==> src/common/irq_ctl_cfg.svh <==
`ifndef IRQ_CTL_CFG_SVH
`define IRQ_CTL_CFG_SVH
// Register indices (printed offset 0x81 is not a multiple of four: byte address is index * 4)
`define IDX_OPTION 8'h81
`define IDX_CONTROL 8'h0B
`define IDX_PFLAG 8'h0C
`define IDX_PENABLE 8'h8C
`define IDX_STATUS 8'h03
`define IDX_CORE 8'h40
`define IDX_TIMER 8'h01
// Field positions
`define B_GIE 7
`define B_PERIPH_GROUP_ENABLE 6
`define B_T0IE 5
`define B_EXT_IRQ_ENABLE 4
`define B_PORT_CHANGE_ENABLE 3
`define B_T0IF 2
`define B_EXT_IRQ_FLAG 1
`define B_PORT_CHANGE_FLAG 0
`define B_EDGE 6
`define B_TO 4
`define B_PD 3
// Reset values
`define RST_OPTION 8'hFF
`define RST_CONTROL 8'h00
`define RST_ZERO 8'h00
`define RST_STATUS 8'h18
`define VECTOR_ADDR 13'h0004
`define TIMER_MAX 8'hFF
`define SYNC_W 2
`endif

==> src/common/irq_ctl_pkg.sv <==
package irq_ctl_pkg;
  typedef enum logic [1:0] {
    st_run = 2'b00,
    st_sleep = 2'b01,
    st_wake = 2'b11
  } core_state_t;

  typedef struct packed {
    logic sleep_req;
    logic return_from_handler_req;
    logic ack;
    logic [12:0] pc_next;
  } core_req_t;

  typedef struct packed {
    logic vector_now;
    logic [12:0] pc_load;
    logic pc_load_en;
    logic stack_push;
    logic [12:0] stack_data;
    logic awake;
  } core_resp_t;

  typedef struct packed {
    core_state_t st;
    logic [7:0] option_config;
    logic [7:0] interrupt_control;
    logic [7:0] periph_flag_reg;
    logic [7:0] periph_enable_reg;
    logic [7:0] status;
    logic [7:0] eight_bit_timer;
    logic [1:0] ext_sync;
    logic ext_last;
    logic [7:0] port_sync0;
    logic [7:0] port_sync1;
    logic [3:0] port_last;
    logic [12:0] ret_stack;
    logic pending_vec;
    logic [31:0] prdata;
    logic pslverr;
    logic ack_wait;
    core_resp_t resp;
  } ic_state_t;
endpackage : irq_ctl_pkg

==> src/hdl/mcu_interrupt_control.sv <==
// Our own choice: the APB register port.
`timescale 1ns/1ps
`include "irq_ctl_cfg.svh"
module mcu_interrupt_control
  import irq_ctl_pkg::*;
#(
  parameter int NUM_PERIPH = 8
) (
  input wire logic pclk,
  input wire logic presetn,
  input wire logic psel,
  input wire logic penable,
  input wire logic pwrite,
  input wire logic [11:0] paddr,
  input wire logic [31:0] pwdata,
  output logic [31:0] prdata,
  output logic pready,
  output logic pslverr,
  input wire logic ext_irq_pin,
  input wire logic [7:4] upper_nibble_port,
  input wire logic timer_tick,
  input wire logic [NUM_PERIPH-1:0] periph_event,
  input wire core_req_t core_req,
  output core_resp_t core_resp,
  output logic [7:0] status_out
);
  ic_state_t s;
  ic_state_t next_s;

  function automatic logic [11:0] baddr(input logic [7:0] idx);
    baddr = {2'b00, idx, 2'b00};
  endfunction : baddr

  logic wr_en;
  logic rd_en;
  logic ext_edge;
  logic port_chg;
  logic timer_wrap;
  logic core_pending;
  logic periph_pending;
  logic any_pending;
  logic [7:0] ctl_set;
  logic [7:0] pf_set;

  // One wait state: read data and error are registered on the first access edge,
  // and a write lands on the second, the edge at which pready is high
  assign wr_en = psel && penable && pwrite && s.ack_wait;
  assign rd_en = psel && penable && !pwrite && !s.ack_wait;
  assign pready = s.ack_wait;
  assign prdata = s.prdata;
  assign pslverr = s.pslverr;
  assign core_resp = s.resp;
  assign status_out = s.status;

  // Edge and change detect read only second synchroniser stage
  // Two sync stages, detect and flag set give a fixed pin-to-request latency
  assign ext_edge = s.option_config[`B_EDGE] ? (s.ext_sync[1] && !s.ext_last)
                                              : (!s.ext_sync[1] && s.ext_last);
  assign port_chg = (s.port_sync1[7:4] != s.port_last);
  assign timer_wrap = timer_tick && (s.eight_bit_timer == `TIMER_MAX);

  assign core_pending =
    (s.interrupt_control[`B_EXT_IRQ_ENABLE] && s.interrupt_control[`B_EXT_IRQ_FLAG]) ||
    (s.interrupt_control[`B_T0IE] && s.interrupt_control[`B_T0IF]) ||
    (s.interrupt_control[`B_PORT_CHANGE_ENABLE] && s.interrupt_control[`B_PORT_CHANGE_FLAG]);
  assign periph_pending = s.interrupt_control[`B_PERIPH_GROUP_ENABLE] &&
    |(s.periph_flag_reg & s.periph_enable_reg);
  assign any_pending = core_pending || periph_pending;

  always_comb begin
    next_s = s;
    next_s.resp.vector_now = 1'b0;
    next_s.resp.pc_load_en = 1'b0;
    next_s.resp.stack_push = 1'b0;
    next_s.pslverr = 1'b0;
    next_s.ack_wait = psel && penable && !s.ack_wait;
    ctl_set = 8'h00;
    pf_set = 8'h00;
    ctl_set[`B_EXT_IRQ_FLAG] = ext_edge;
    ctl_set[`B_PORT_CHANGE_FLAG] = port_chg;
    ctl_set[`B_T0IF] = timer_wrap;
    pf_set = 8'(periph_event);
    next_s.ext_sync = {s.ext_sync[0], ext_irq_pin};
    next_s.ext_last = s.ext_sync[1];
    next_s.port_sync0 = {upper_nibble_port, 4'h0};
    next_s.port_sync1 = s.port_sync0;
    next_s.port_last = s.port_sync1[7:4];
    if (timer_tick) begin
      next_s.eight_bit_timer = s.eight_bit_timer + 8'h01;
    end
    // Register writes; hardware set wins over software clear
    if (wr_en) begin
      case (paddr)
        baddr(`IDX_OPTION): next_s.option_config = pwdata[7:0];
        baddr(`IDX_CONTROL): next_s.interrupt_control = pwdata[7:0];
        baddr(`IDX_PFLAG): next_s.periph_flag_reg = pwdata[7:0];
        baddr(`IDX_PENABLE): next_s.periph_enable_reg = pwdata[7:0];
        baddr(`IDX_TIMER): next_s.eight_bit_timer = pwdata[7:0];
        baddr(`IDX_STATUS): next_s.status = pwdata[7:0];
        default: ;
      endcase
    end
    // Write error flagged early so it stands at the completing edge
    if (psel && penable && pwrite && !s.ack_wait) begin
      case (paddr)
        baddr(`IDX_OPTION): ;
        baddr(`IDX_CONTROL): ;
        baddr(`IDX_PFLAG): ;
        baddr(`IDX_PENABLE): ;
        baddr(`IDX_TIMER): ;
        baddr(`IDX_STATUS): ;
        default: next_s.pslverr = 1'b1;
      endcase
    end
    if (rd_en) begin
      case (paddr)
        baddr(`IDX_OPTION): next_s.prdata = {24'h0000_00, s.option_config};
        baddr(`IDX_CONTROL): next_s.prdata = {24'h0000_00, s.interrupt_control};
        baddr(`IDX_PFLAG): next_s.prdata = {24'h0000_00, s.periph_flag_reg};
        baddr(`IDX_PENABLE): next_s.prdata = {24'h0000_00, s.periph_enable_reg};
        baddr(`IDX_TIMER): next_s.prdata = {24'h0000_00, s.eight_bit_timer};
        baddr(`IDX_STATUS): next_s.prdata = {24'h0000_00, s.status};
        baddr(`IDX_CORE): next_s.prdata = {17'h0_0000, s.st, s.ret_stack};
        default: begin
          next_s.prdata = 32'h0000_0000;
          next_s.pslverr = 1'b1;
        end
      endcase
    end
    next_s.interrupt_control = next_s.interrupt_control | ctl_set;
    next_s.periph_flag_reg = next_s.periph_flag_reg | pf_set;
    case (s.st)
      st_run: begin
        if (core_req.return_from_handler_req) begin
          next_s.resp.pc_load = s.ret_stack;
          next_s.resp.pc_load_en = 1'b1;
          next_s.interrupt_control[`B_GIE] = 1'b1;
        end else if (s.interrupt_control[`B_GIE] && any_pending) begin
          // Only the return PC is saved
          next_s.ret_stack = core_req.pc_next;
          next_s.resp.stack_push = 1'b1;
          next_s.resp.stack_data = core_req.pc_next;
          next_s.resp.pc_load = `VECTOR_ADDR;
          next_s.resp.pc_load_en = 1'b1;
          next_s.resp.vector_now = 1'b1;
          next_s.interrupt_control[`B_GIE] = 1'b0;
        end else if (core_req.sleep_req) begin
          if (!any_pending) begin
            next_s.st = st_sleep;
            next_s.resp.awake = 1'b0;
            next_s.status[`B_TO] = 1'b1;
            next_s.status[`B_PD] = 1'b0;
          end // Pending: sleep acts as no-op
        end
      end
      st_sleep: begin
        if (any_pending) begin
          next_s.st = st_wake;
          next_s.resp.awake = 1'b1;
          next_s.status[`B_TO] = 1'b1;
          next_s.status[`B_PD] = 1'b0;
        end
      end
      st_wake: begin
        next_s.st = st_run;
        // Resume at PC plus one; GLOBAL_IRQ_ENABLE set then vectors
        next_s.resp.pc_load = core_req.pc_next;
        next_s.resp.pc_load_en = !s.interrupt_control[`B_GIE];
        next_s.pending_vec = s.interrupt_control[`B_GIE];
      end
      default: next_s.st = st_run;
    endcase
  end

  always_ff @(posedge pclk or negedge presetn) begin
    if (!presetn) begin
      s <= '0;
      s.st <= st_run;
      s.option_config <= `RST_OPTION;
      s.interrupt_control <= `RST_CONTROL;
      s.periph_flag_reg <= `RST_ZERO;
      s.periph_enable_reg <= `RST_ZERO;
      s.status <= `RST_STATUS;
      s.resp.awake <= 1'b1;
    end else begin
      s <= next_s;
    end
  end

  // Latency check: pending enabled request with GLOBAL_IRQ_ENABLE set vectors next edge
  a_vector_latency: assert property (@(posedge pclk) disable iff (!presetn)
    (s.st == st_run && !core_req.return_from_handler_req && s.interrupt_control[`B_GIE] && any_pending)
    |=> (s.resp.vector_now && s.resp.pc_load == `VECTOR_ADDR))
    else $error("vector not taken");
  a_gie_cleared: assert property (@(posedge pclk) disable iff (!presetn)
    s.resp.vector_now |-> !s.interrupt_control[`B_GIE])
    else $error("global enable not cleared on entry");
  a_return_from_handler_sets: assert property (@(posedge pclk) disable iff (!presetn)
    (s.st == st_run && core_req.return_from_handler_req) |=> s.interrupt_control[`B_GIE])
    else $error("return did not set global enable");
  a_ext_flag_set: assert property (@(posedge pclk) disable iff (!presetn)
    ext_edge |=> s.interrupt_control[`B_EXT_IRQ_FLAG])
    else $error("external flag missed");
  a_timer_flag: assert property (@(posedge pclk) disable iff (!presetn)
    timer_wrap |=> (s.interrupt_control[`B_T0IF] && s.eight_bit_timer == 8'h00))
    else $error("timer wrap flag missed");
  a_port_flag: assert property (@(posedge pclk) disable iff (!presetn)
    port_chg |=> s.interrupt_control[`B_PORT_CHANGE_FLAG])
    else $error("port change flag missed");
  a_wake_status: assert property (@(posedge pclk) disable iff (!presetn)
    (s.st == st_sleep && any_pending) |=> (s.st == st_wake && s.status[`B_TO]
      && !s.status[`B_PD]))
    else $error("wake status wrong");
  a_sleep_noop: assert property (@(posedge pclk) disable iff (!presetn)
    (s.st == st_run && core_req.sleep_req && any_pending && !core_req.return_from_handler_req)
    |=> (s.st == st_run && $stable(s.status)))
    else $error("sleep not a no-op");
  a_periph_flag: assert property (@(posedge pclk) disable iff (!presetn)
    (|periph_event) |=> ((s.periph_flag_reg[NUM_PERIPH-1:0] & $past(periph_event))
      == $past(periph_event)))
    else $error("peripheral flag missed");
  a_apb_wait_one: assert property (@(posedge pclk) disable iff (!presetn)
    (psel && penable && !pready) |=> pready)
    else $error("access not completed after one wait state");
  a_group_gate: assert property (@(posedge pclk) disable iff (!presetn)
    (s.st == st_run && !core_pending && !s.interrupt_control[`B_PERIPH_GROUP_ENABLE])
    |=> !s.resp.vector_now)
    else $error("peripheral request passed a closed group enable");
endmodule : mcu_interrupt_control

==> config.mk <==
export PLATFORM = sky130hd
export DESIGN_NAME = mcu_interrupt_control
export DESIGN_NICKNAME = d
export VERILOG_FILES = /design/src/common/irq_ctl_pkg.sv /design/src/hdl/mcu_interrupt_control.sv
export VERILOG_INCLUDE_DIRS = /design/src /design/src/common
export SDC_FILE = /design/constraint.sdc
export NUM_CORES = 1
export LEC_CHECK = 0
export CAP_MARGIN = 10
export CORE_MARGIN = 2
export CORE_UTILIZATION = 69
export CTS_CLUSTER_DIAMETER = 40
export DETAILED_ROUTE_END_ITERATION = 8
export DONT_BUFFER_PORTS = 1
export PLACE_DENSITY = 0.85
export SKIP_CTS_REPAIR_TIMING = 1
export SLEW_MARGIN = 15
export SYNTH_ARGS = -nofsm -noshare
export SYNTH_HDL_FRONTEND = slang
export SYNTH_SLANG_ARGS = --single-unit
==> constraint.sdc <==
create_clock -name pclk -period 3.11 [get_ports pclk]
set_input_delay 0.311 -clock pclk [delete_from_list [all_inputs] [get_ports pclk]]
set_output_delay 0.311 -clock pclk [all_outputs]
set_load 0.005 [all_outputs]
-- After elaboration in Yosys (flattened, before gate mapping)
Cells that the tools add are included.
- memories: 0
- bits in registers: 112
- logic and storage cells: 120
- memory bits (writable): 0
- ROM bits: 0
- output and inout port bits: 72
- bits in latches: 0
- input port bits: 79
- shifts and indexed selects: 0
- bitwise operators: 4
- multiplexer cells: 40
- add/sub/neg operators: 1
- equal/unequal tests: 17
- reductions and logical operators: 36
- div/mod/pow operators: 0
- $lt $le $gt $ge: 0
- $mul: 0
- operators by type and width (cell ; number):
    one-hot mux 15 bit (7 select lines) ; 1
    two-way mux 8 bit ; 6
    two-way mux 40 bit ; 1
    two-way mux 29 bit ; 1
    two-way mux 14 bit ; 2
    one-hot mux 14 bit (2 select lines) ; 1
    == test 12 x 10 -> 1 bit, second input constant ; 2
    == test 12 x 6 -> 1 bit, second input constant ; 2
    two-way mux 2 bit ; 10
    logical AND 1 bit ; 15
    two-way mux 15 bit ; 1
    two-way mux 1 bit ; 14
    == test 12 x 3 -> 1 bit, second input constant ; 1
    == test 12 x 4 -> 1 bit, second input constant ; 1
    == test 12 x 9 -> 1 bit, second input constant ; 1
    inequality test 2 bit, second input constant ; 5
    adder 8 x 1 -> 8 bit, second input constant ; 1
    bitwise AND 8 bit ; 1
    == test 8 bit, second input constant ; 1
    bitwise OR 8 x 3 -> 8 bit ; 1
    bitwise OR 8 bit ; 1
    one-hot mux 2 bit (2 select lines) ; 2
    AND reduction 2 bit ; 4
    OR reduction 8 bit ; 1
    15 further kinds ; 22

-- Depth between registers and ports, before layout
Gate-level depths: netlist of run 1.
- word-level depth: 9
- gate-level depth with buffers: 9
- depth with buffers taken out: 7

-- Worst setup path before layout of run 1
Ideal clock, no wire load.
- path kind: in2reg
- from: input paddr[1]
- to: register s, in the netlist status_out[0]
- buffers on the path: 1
- setup slack: 1.159 ns
- data required time: 2.985 ns
- cell stages on the path: 5
- arrival: 1.826 ns
- cells stage by stage: nor4_4 -> nand4_1 -> or4b_1 -> buf_2 -> mux2_4
- longest elaborated chain between the ends: 2
- RTL lines (element ; RTL line ; source):
    start: declaration ; mcu_interrupt_control.sv:14 ; input wire logic [11:0] paddr,
    == test 12 x 4 -> 1 bit ; mcu_interrupt_control.sv:93 ; case (paddr)
    AND reduction 2 bit (no line) ; - ;
    end signal: assignment ; mcu_interrupt_control.sv:186 ; s <= next_s;
    end: declaration ; mcu_interrupt_control.sv:27 ; ic_state_t s;
Every way passes these cells.
A chain may end at the register's enable or synchronous reset.

-- Worst setup path in the final report of run 1
- from: register s[129] (netlist name)
- to: register s, in the netlist core_resp[2]
- longest elaborated chain between the ends: 6
- RTL lines (element ; RTL line ; source):
    bitwise AND 8 bit ; mcu_interrupt_control.sv:67 ; |(s.periph_flag_reg & s.periph_enable_reg);
    OR reduction 8 bit ; mcu_interrupt_control.sv:67 ;
    logical AND 1 bit ; mcu_interrupt_control.sv:66 ; assign periph_pending = s.interrupt_control[`B_PERIPH_GROUP_ENABLE] &&
    logical OR 1 bit ; mcu_interrupt_control.sv:68 ; assign any_pending = core_pending || periph_pending;
    logical AND 1 bit ; mcu_interrupt_control.sv:138 ; end else if (s.interrupt_control[`B_GIE] && any_pending) begin
    AND reduction 3 bit (no line) ; - ;
Every way passes these cells.

==> results of run 1 <==
==> power by group <==
part / total, mW / internal (mW) / switching [mW]
Combinational: 0.432 / 0.157 / 0.275
Clock: 0.849 / 0.396 / 0.453
Sequential: 1.61 / 1.52 / 0.0851
Total: 2.89 / 2.08 / 0.814
==> final timing paths <==
kind                            startpoint             to  slack [ns]  cells past startpoint
max                                 s[129]   core_resp[2]        0.72                      6
min                        periph_event[0]         s[125]        0.03                      1
max reg2reg                         s[129]   core_resp[2]        0.72                      6
min reg2reg                    next_s[100]     next_s[98]        0.36                      0
max in group asynchronous          presetn  status_out[4]        2.11                      2
min in group asynchronous          presetn          s[79]        0.51                      2
==> worst reg2reg max path, cell delays in order, from the launching register on <==
cell     delay [ns]
dfrtp_1        0.42
a22o_1         0.27
o41ai_1        0.48
nand2_1        0.33
nand3_2        0.34
inv_2          0.15
mux2_2         0.29
==> layer usage <==
metal  wire (um)  up-vias  global-route usage, %
met2        5600      146                   42.2
met1        5000     1784                   36.7
met3         994       14                   7.74
li1            -     1646                      -
met5           0        -                      0
met4         153        0                   8.57
==> cells in the final DEF, fill, tap and decap left out, drive strengths merged, types with 2 or more instances in the layout <==
cell type and n:
a2111oi 3, a211o 8, a211oi 2, a21oi 24, a22o 5, a22oi 13
a2bb2oi 3, a31oi 3, and3 3, and4 2, buf 3, clkbuf 13
clkinvlp 2, conb 17, dfrtp 100, dfstp 11, dlygate4sd3 6, ha 4
inv 18, mux2 39, mux2i 23, nand2 47, nand2b 2, nand3 7
nand3b 2, nand4 6, nor2 36, nor2b 3, nor4 6, o211ai 2
o21ai 7, o2bb2ai 5, o31ai 16, or2 6, xnor2 4, xor2 7
==> final cells by class <==
cell class | instances | share of cell area, %
Clock buffer | 13 | 2.69
Clock inverter | 3 | 0.813
Inverter | 18 | 1.22
Multi-Input combinational cell | 320 | 40.6
Sequential cell | 111 | 50.4
Tap cell | 105 | 2.37
Timing Repair Buffer | 9 | 1.85
==> flip-flops by register name, summed over array words and instances, names as in the netlist <==
register	cells
s	47
core_resp	29
prdata	15
next_s	10
status_out	8
pready	1
pslverr	1
==> cell families (layout without fill, tap and decap cells) <==
logic type,after synthesis,after routing,share of synthesized area (%)
compound gates,99,99,12.4
xor+xnor,11,11,1.70
fa+ha+maj,4,4,0.881
buf+inv,111,43,12.3
flops,111,111,49.2
mux,62,62,12.2
other cells,1,17,0.0660
simple gates,127,127,11.3
==> metrics by stage <==
stage | power [mW] | hold slack (ns)
final | 2.89 | 0.0303
after global routing | 3.04 | 0.0200
after CTS | 2.87 | -0.389
after detailed placement | 2.03 | 0.0176
after global placement | 2.00 | 0.0174
after floorplan | 1.99 | 0.0154
==> results_dict.tcl, run 1 <==
set metrics [dict create \
    core_um2 8090 \
    n_fill_cell 619 \
    slowest_stage "o41ai_1" \
    yosysSeqAreaShare_pct 49.2 \
    ys_types 59 \
    dp_slack_ns 0.719 \
    grt_pass1_vias 3482 \
    grt_antenna_before_repair 0 \
    drt_wl_total_um 11800 \
    ir_worst_vdd_v 0.000296 \
    drv_cap 0 \
    criticalPathCategory "flop to flop" \
    antenna_cells 0 \
    fin_skew_ns 0.0101 \
    grt_pass1_wl_um 18200 \
    ys_top_cells_by_area "dfrtp_1 44%, buf_4 9.3%, mux2_2 6.5%, dfstp_2 5.1%, mux2i_1 4.1%" \
    dp_hpwl_um 8490 \
    netlist_top_cells_count "100 x dfrtp_1, 70 x buf_4, 47 x nand2_1" \
    synth_most_common_cell "dfrtp_1" \
    drt-vias-per-instance 6.20 \
    die_x_um 94.7 \
    wl_per_cell_um 20.3 \
    syn-cell-area_um2 5680 \
    synth-edff-count 0 \
    synth_area_leader_cell "dfrtp_1" \
    cp.required_ns 3.37 \
    worst_slack_ns 0.724 \
    ys_ff_latch 111 \
    cts-root-buf "clkbuf_8" \
    async_flop_share_pct 100 \
    fin_tns_setup_ns 0 \
    yosys_warnings 0 \
    holdCritPathClass "primary input to flop" \
    path_cells "a22o_1 > o41ai_1 > nand2_1 > nand3_2 > inv_2 > mux2_2" \
    grt_max_degree 112 \
    worst-path-max-fanout 11 \
    die_area_um2 8970 \
    postSynthAreaPerCell_um2 10.8 \
    num_rows 33 \
    maxSlewViolCount 0 \
    grt_setup_unrepaired "false" \
    end_kind "flop" \
    placed_cells 556 \
    final_nets 552 \
    stdcell_area_um2 5540 \
    postSynthCellCount 526 \
    layout_min_cycle_time_ns 2.39 \
    post-route-drc-count 0 \
    cts_tree "yes" \
    final_util_pct 68.4 \
    drive_above_1_share_pct 16.9 \
    numCtsBuffers 9 \
    max-slew-margin-rel_pct 43.3 \
    path_clk_slew_ns 0.10 \
    timing.final.hold_violations 0 \
    cp_num_buf_inv 1 \
    syn2layout_area_growth_pct -2.47 \
    clockBufferDepth 2 \
    power.density_nw_per_um2 522 \
    firstDrtPassIters 5 \
    regArea_um2 2790 \
    die_h_um 94.7 \
    startpoint_type "flop" \
    ios 151 \
    clock.fmax_mhz 419 \
    ys.flop_type "dfrtp_1" \
    outcome "finished clean" \
    placed_cell_area_um2 5260 \
    first_iter_violations 287 \
    detail-route-antenna-nets 0 \
    io_buffers 0 \
    cts.sinks 111 \
    initial_utilization_pct 70.2 \
    timing.critical_path.slowest_cell_delay_ns 0.48 \
    gp_congestion 0.843 \
    vias 3590 \
    clk_latency_ns 0.37 \
    grt-ovfl-total 0 \
    final_cells 579 \
    htreeDepth 3 \
    cpLargestDelayFamily "compound AO/OA/AOI/OAI gates" \
    worst_pin_slew_ns 0.847 \
    multi_input_area_um2 2250 \
    setup_violations 0 \
    critPathArrivalTime_ns 2.65 \
    post-route-period-util_pct 76.7 \
    netlist.area_leader.share_pct 44.1 \
    grt_use_total_pct 27.0 \
    leakage_nw 2.50 \
]
No activity file was read; power rests on OpenSTA's default activity.
==> inputs of run 2 (changes only) <==
--- a/config.mk
+++ b/config.mk
@@ -6,13 +6,14 @@
 export SDC_FILE = /design/constraint.sdc
 export NUM_CORES = 1
 export LEC_CHECK = 0
+export ABC_AREA = 1
 export CAP_MARGIN = 10
 export CORE_MARGIN = 2
-export CORE_UTILIZATION = 69
+export CORE_UTILIZATION = 58
 export CTS_CLUSTER_DIAMETER = 40
 export DETAILED_ROUTE_END_ITERATION = 8
 export DONT_BUFFER_PORTS = 1
-export PLACE_DENSITY = 0.85
+export PLACE_DENSITY = 0.76
 export SKIP_CTS_REPAIR_TIMING = 1
 export SLEW_MARGIN = 15
 export SYNTH_ARGS = -nofsm -noshare
==> constraint.sdc (replaced) <==
create_clock -name pclk -period 2.13 [get_ports pclk]
set_input_delay 0.213 -clock pclk [delete_from_list [all_inputs] [get_ports pclk]]
set_output_delay 0.213 -clock pclk [all_outputs]
set_load 0.005 [all_outputs]
==> results_dict.tcl, run 2 <==
set metrics [dict create \
    path_clk_slew_ns 0.11 \
    ys.flop_type "dfrtp_1" \
    clk_latency_ns 0.38 \
    cp.required_ns 2.45 \
    worst-path-max-fanout 13 \
    syn-cell-area_um2 5800 \
    final_nets 771 \
    crit_top_cell "nand2_1" \
    power.density_nw_per_um2 731 \
    synth_most_common_cell "nand2_1" \
    layout_min_cycle_time_ns 1.90 \
    grt_pass1_wl_um 21000 \
    timing.critical_path.slowest_cell_delay_ns 0.43 \
    fin_skew_ns 0.0102 \
    ios 151 \
    yosysSeqAreaShare_pct 48.2 \
    placed_cell_area_um2 5420 \
    ys_top_cells_by_area "dfrtp_1 43%, nand2_1 15%, buf_4 9.6%, o21ai_0 6.0%, dfstp_2 5.0%" \
    ys_ff_latch 111 \
    drt_wl_total_um 13200 \
    max-slew-margin-rel_pct 50.0 \
    cp_num_buf_inv 1 \
    setup_violations 0 \
    vias 4504 \
    leakage_nw 2.92 \
    synth_area_leader_cell "dfrtp_1" \
    violations "negative hold slack" \
    criticalPathCategory "flop to flop" \
    regMostFlops "s" \
    die_h_um 104 \
    ys_types 37 \
    cts_tree "yes" \
    final_common_cell "nand2_1" \
    dp_hpwl_um 9380 \
    largest_register_ff_count 47 \
    grt_pass1_vias 4205 \
    postSynthCellCount 717 \
    antenna_cells 0 \
    rr_worst_depth 9 \
    crit_end "core_resp[23]" \
    worst_pin_slew_ns 0.748 \
    wl_per_cell_um 15.9 \
    maxSlewViolCount 0 \
    detail-route-antenna-nets 0 \
    clockBufferDepth 2 \
    grt_max_degree 112 \
    ir_worst_vdd_v 0.000322 \
    critPathArrivalTime_ns 2.22 \
    yosys_warnings 0 \
    synth-edff-count 0 \
    final_cells 826 \
    cts-root-buf "clkbuf_8" \
    fin_tns_setup_ns 0 \
    p_total_mw 4.30 \
    grt_use_total_pct 24.5 \
    drive_above_1_share_pct 7.79 \
    holdCritPathClass "primary input to asynchronous set/reset pin" \
    num_rows 36 \
    die_area_um2 10800 \
    n_fill_cell 882 \
    async_flop_share_pct 100 \
    core_um2 9730 \
    final_util_pct 60.4 \
    placed_cells 782 \
    cpLargestDelayFamily "simple AND/OR/NAND/NOR gates" \
    outcome "finished, violations left" \
    path_cells "nand2_1 > nand2_1 > a21oi_1 > nand2_2 > nand2_1 > nand3_1 > inv_1 > nand2_1 > nand2_1" \
    worst_slack_ns 0.232 \
    drv_cap 0 \
    regToRegSetupSlack_ns 0.23 \
    grt_antenna_before_repair 0 \
    stdcell_area_um2 5880 \
    firstDrtPassIters 5 \
    htreeDepth 3 \
    crit_start "s[135]" \
    gp_congestion 0.935 \
    grt-ovfl-total 0 \
    layout_common_cells "227 x nand2_1, 100 x dfrtp_1, 69 x o21ai_0" \
    cts.sinks 111 \
    postSynthAreaPerCell_um2 8.08 \
    worst-path-stages 9 \
    clock.fmax_mhz 527 \
    first_iter_violations 439 \
    netlist_top_cells_count "227 x nand2_1, 100 x dfrtp_1, 74 x buf_4" \
    timing.final.hold_violations 113 \
    grt_setup_unrepaired "false" \
    syn2layout_area_growth_pct 1.45 \
    die_x_um 104 \
    slowest_stage "dfrtp_1" \
    startpoint_type "flop" \
    io_buffers 0 \
    dp_slack_ns 0.342 \
    netlist.area_leader.share_pct 43.2 \
    whs_ns -0.488 \
    drt-vias-per-instance 5.45 \
    end_kind "flop" \
    initial_utilization_pct 59.6 \
    r2r_start "s[135]" \
    post-route-drc-count 0 \
    numCtsBuffers 9 \
    post-route-period-util_pct 89.1 \
    timing.rr.end "core_resp[23]" \
]
[run 2: changes by cell type in the layout (fill, tap and decap cells not counted), sizes merged, moves of 8 or more]
cell,change
nand2,+184
o21ai,+72
inv,+51
mux2,-39
nand3,+34
dlygate4sd3,+22
mux2i,-21
a21oi,-14
a22oi,-13
nor2,+13
o31ai,-9
a211o,-8
[run 2: cell type report]
type	count	area (um2)	share of cell area, %
timing repair buffer	33	318	5.41
tap	133	166	2.83
clock buffer	10	128	2.17
sequential	111	2790	47.5
clock inverter	6	50.0	0.851
inverter	66	248	4.21
multi-input combinational	467	2180	37.1
[run 2: worst min path at each step]
stage	startpoint	to	slack, ns	depth (start not counted)
after floorplan	presetn	core_resp[10]	-0.08	0
after global placement	presetn	core_resp[14]	-0.08	0
after detailed placement	presetn	core_resp[14]	-0.08	0
after CTS	presetn	core_resp[26]	-0.50	0
after global routing	presetn	core_resp[18]	-0.51	0
final	presetn	core_resp[26]	-0.49	0
[run 2: kinds of logic (layout without fill, tap and decap cells)]
group	after synthesis	after routing	synth area share (%)
compound gates	100	100	9.52
mux	2	2	0.345
buf+inv	155	115	15.3
simple gates	336	336	24.5
flops	111	111	48.2
other cells	1	17	0.0647
xor+xnor	8	8	1.21
fa+ha+maj	4	4	0.864
[run 2: routing by layer]
metal / up-vias / wire length [um] / GRT usage (%)
met5: - / 0 / 0
met1: 2159 / 5380 / 32.0
met4: 0 / 261 / 8.11
met3: 23 / 1060 / 6.08
li1: 2111 / - / -
met2: 211 / 6450 / 40.4
[run 2: power breakdown]
group | internal [mW] | total (mW) | switching (mW)
clock network | 0.446 | 1.19 | 0.741
registers | 2.30 | 2.48 | 0.181
logic | 0.238 | 0.624 | 0.386
total | 2.99 | 4.30 | 1.31
[run 2: worst reg2reg max path: cells and delay by family, from the launching register on]
family	cells	cell delay, ns
DFF	1	0.43
buffers and inverters	1	0.34
AOI/OAI and AO/OA	1	0.27
and+or+nand+nor	7	0.82
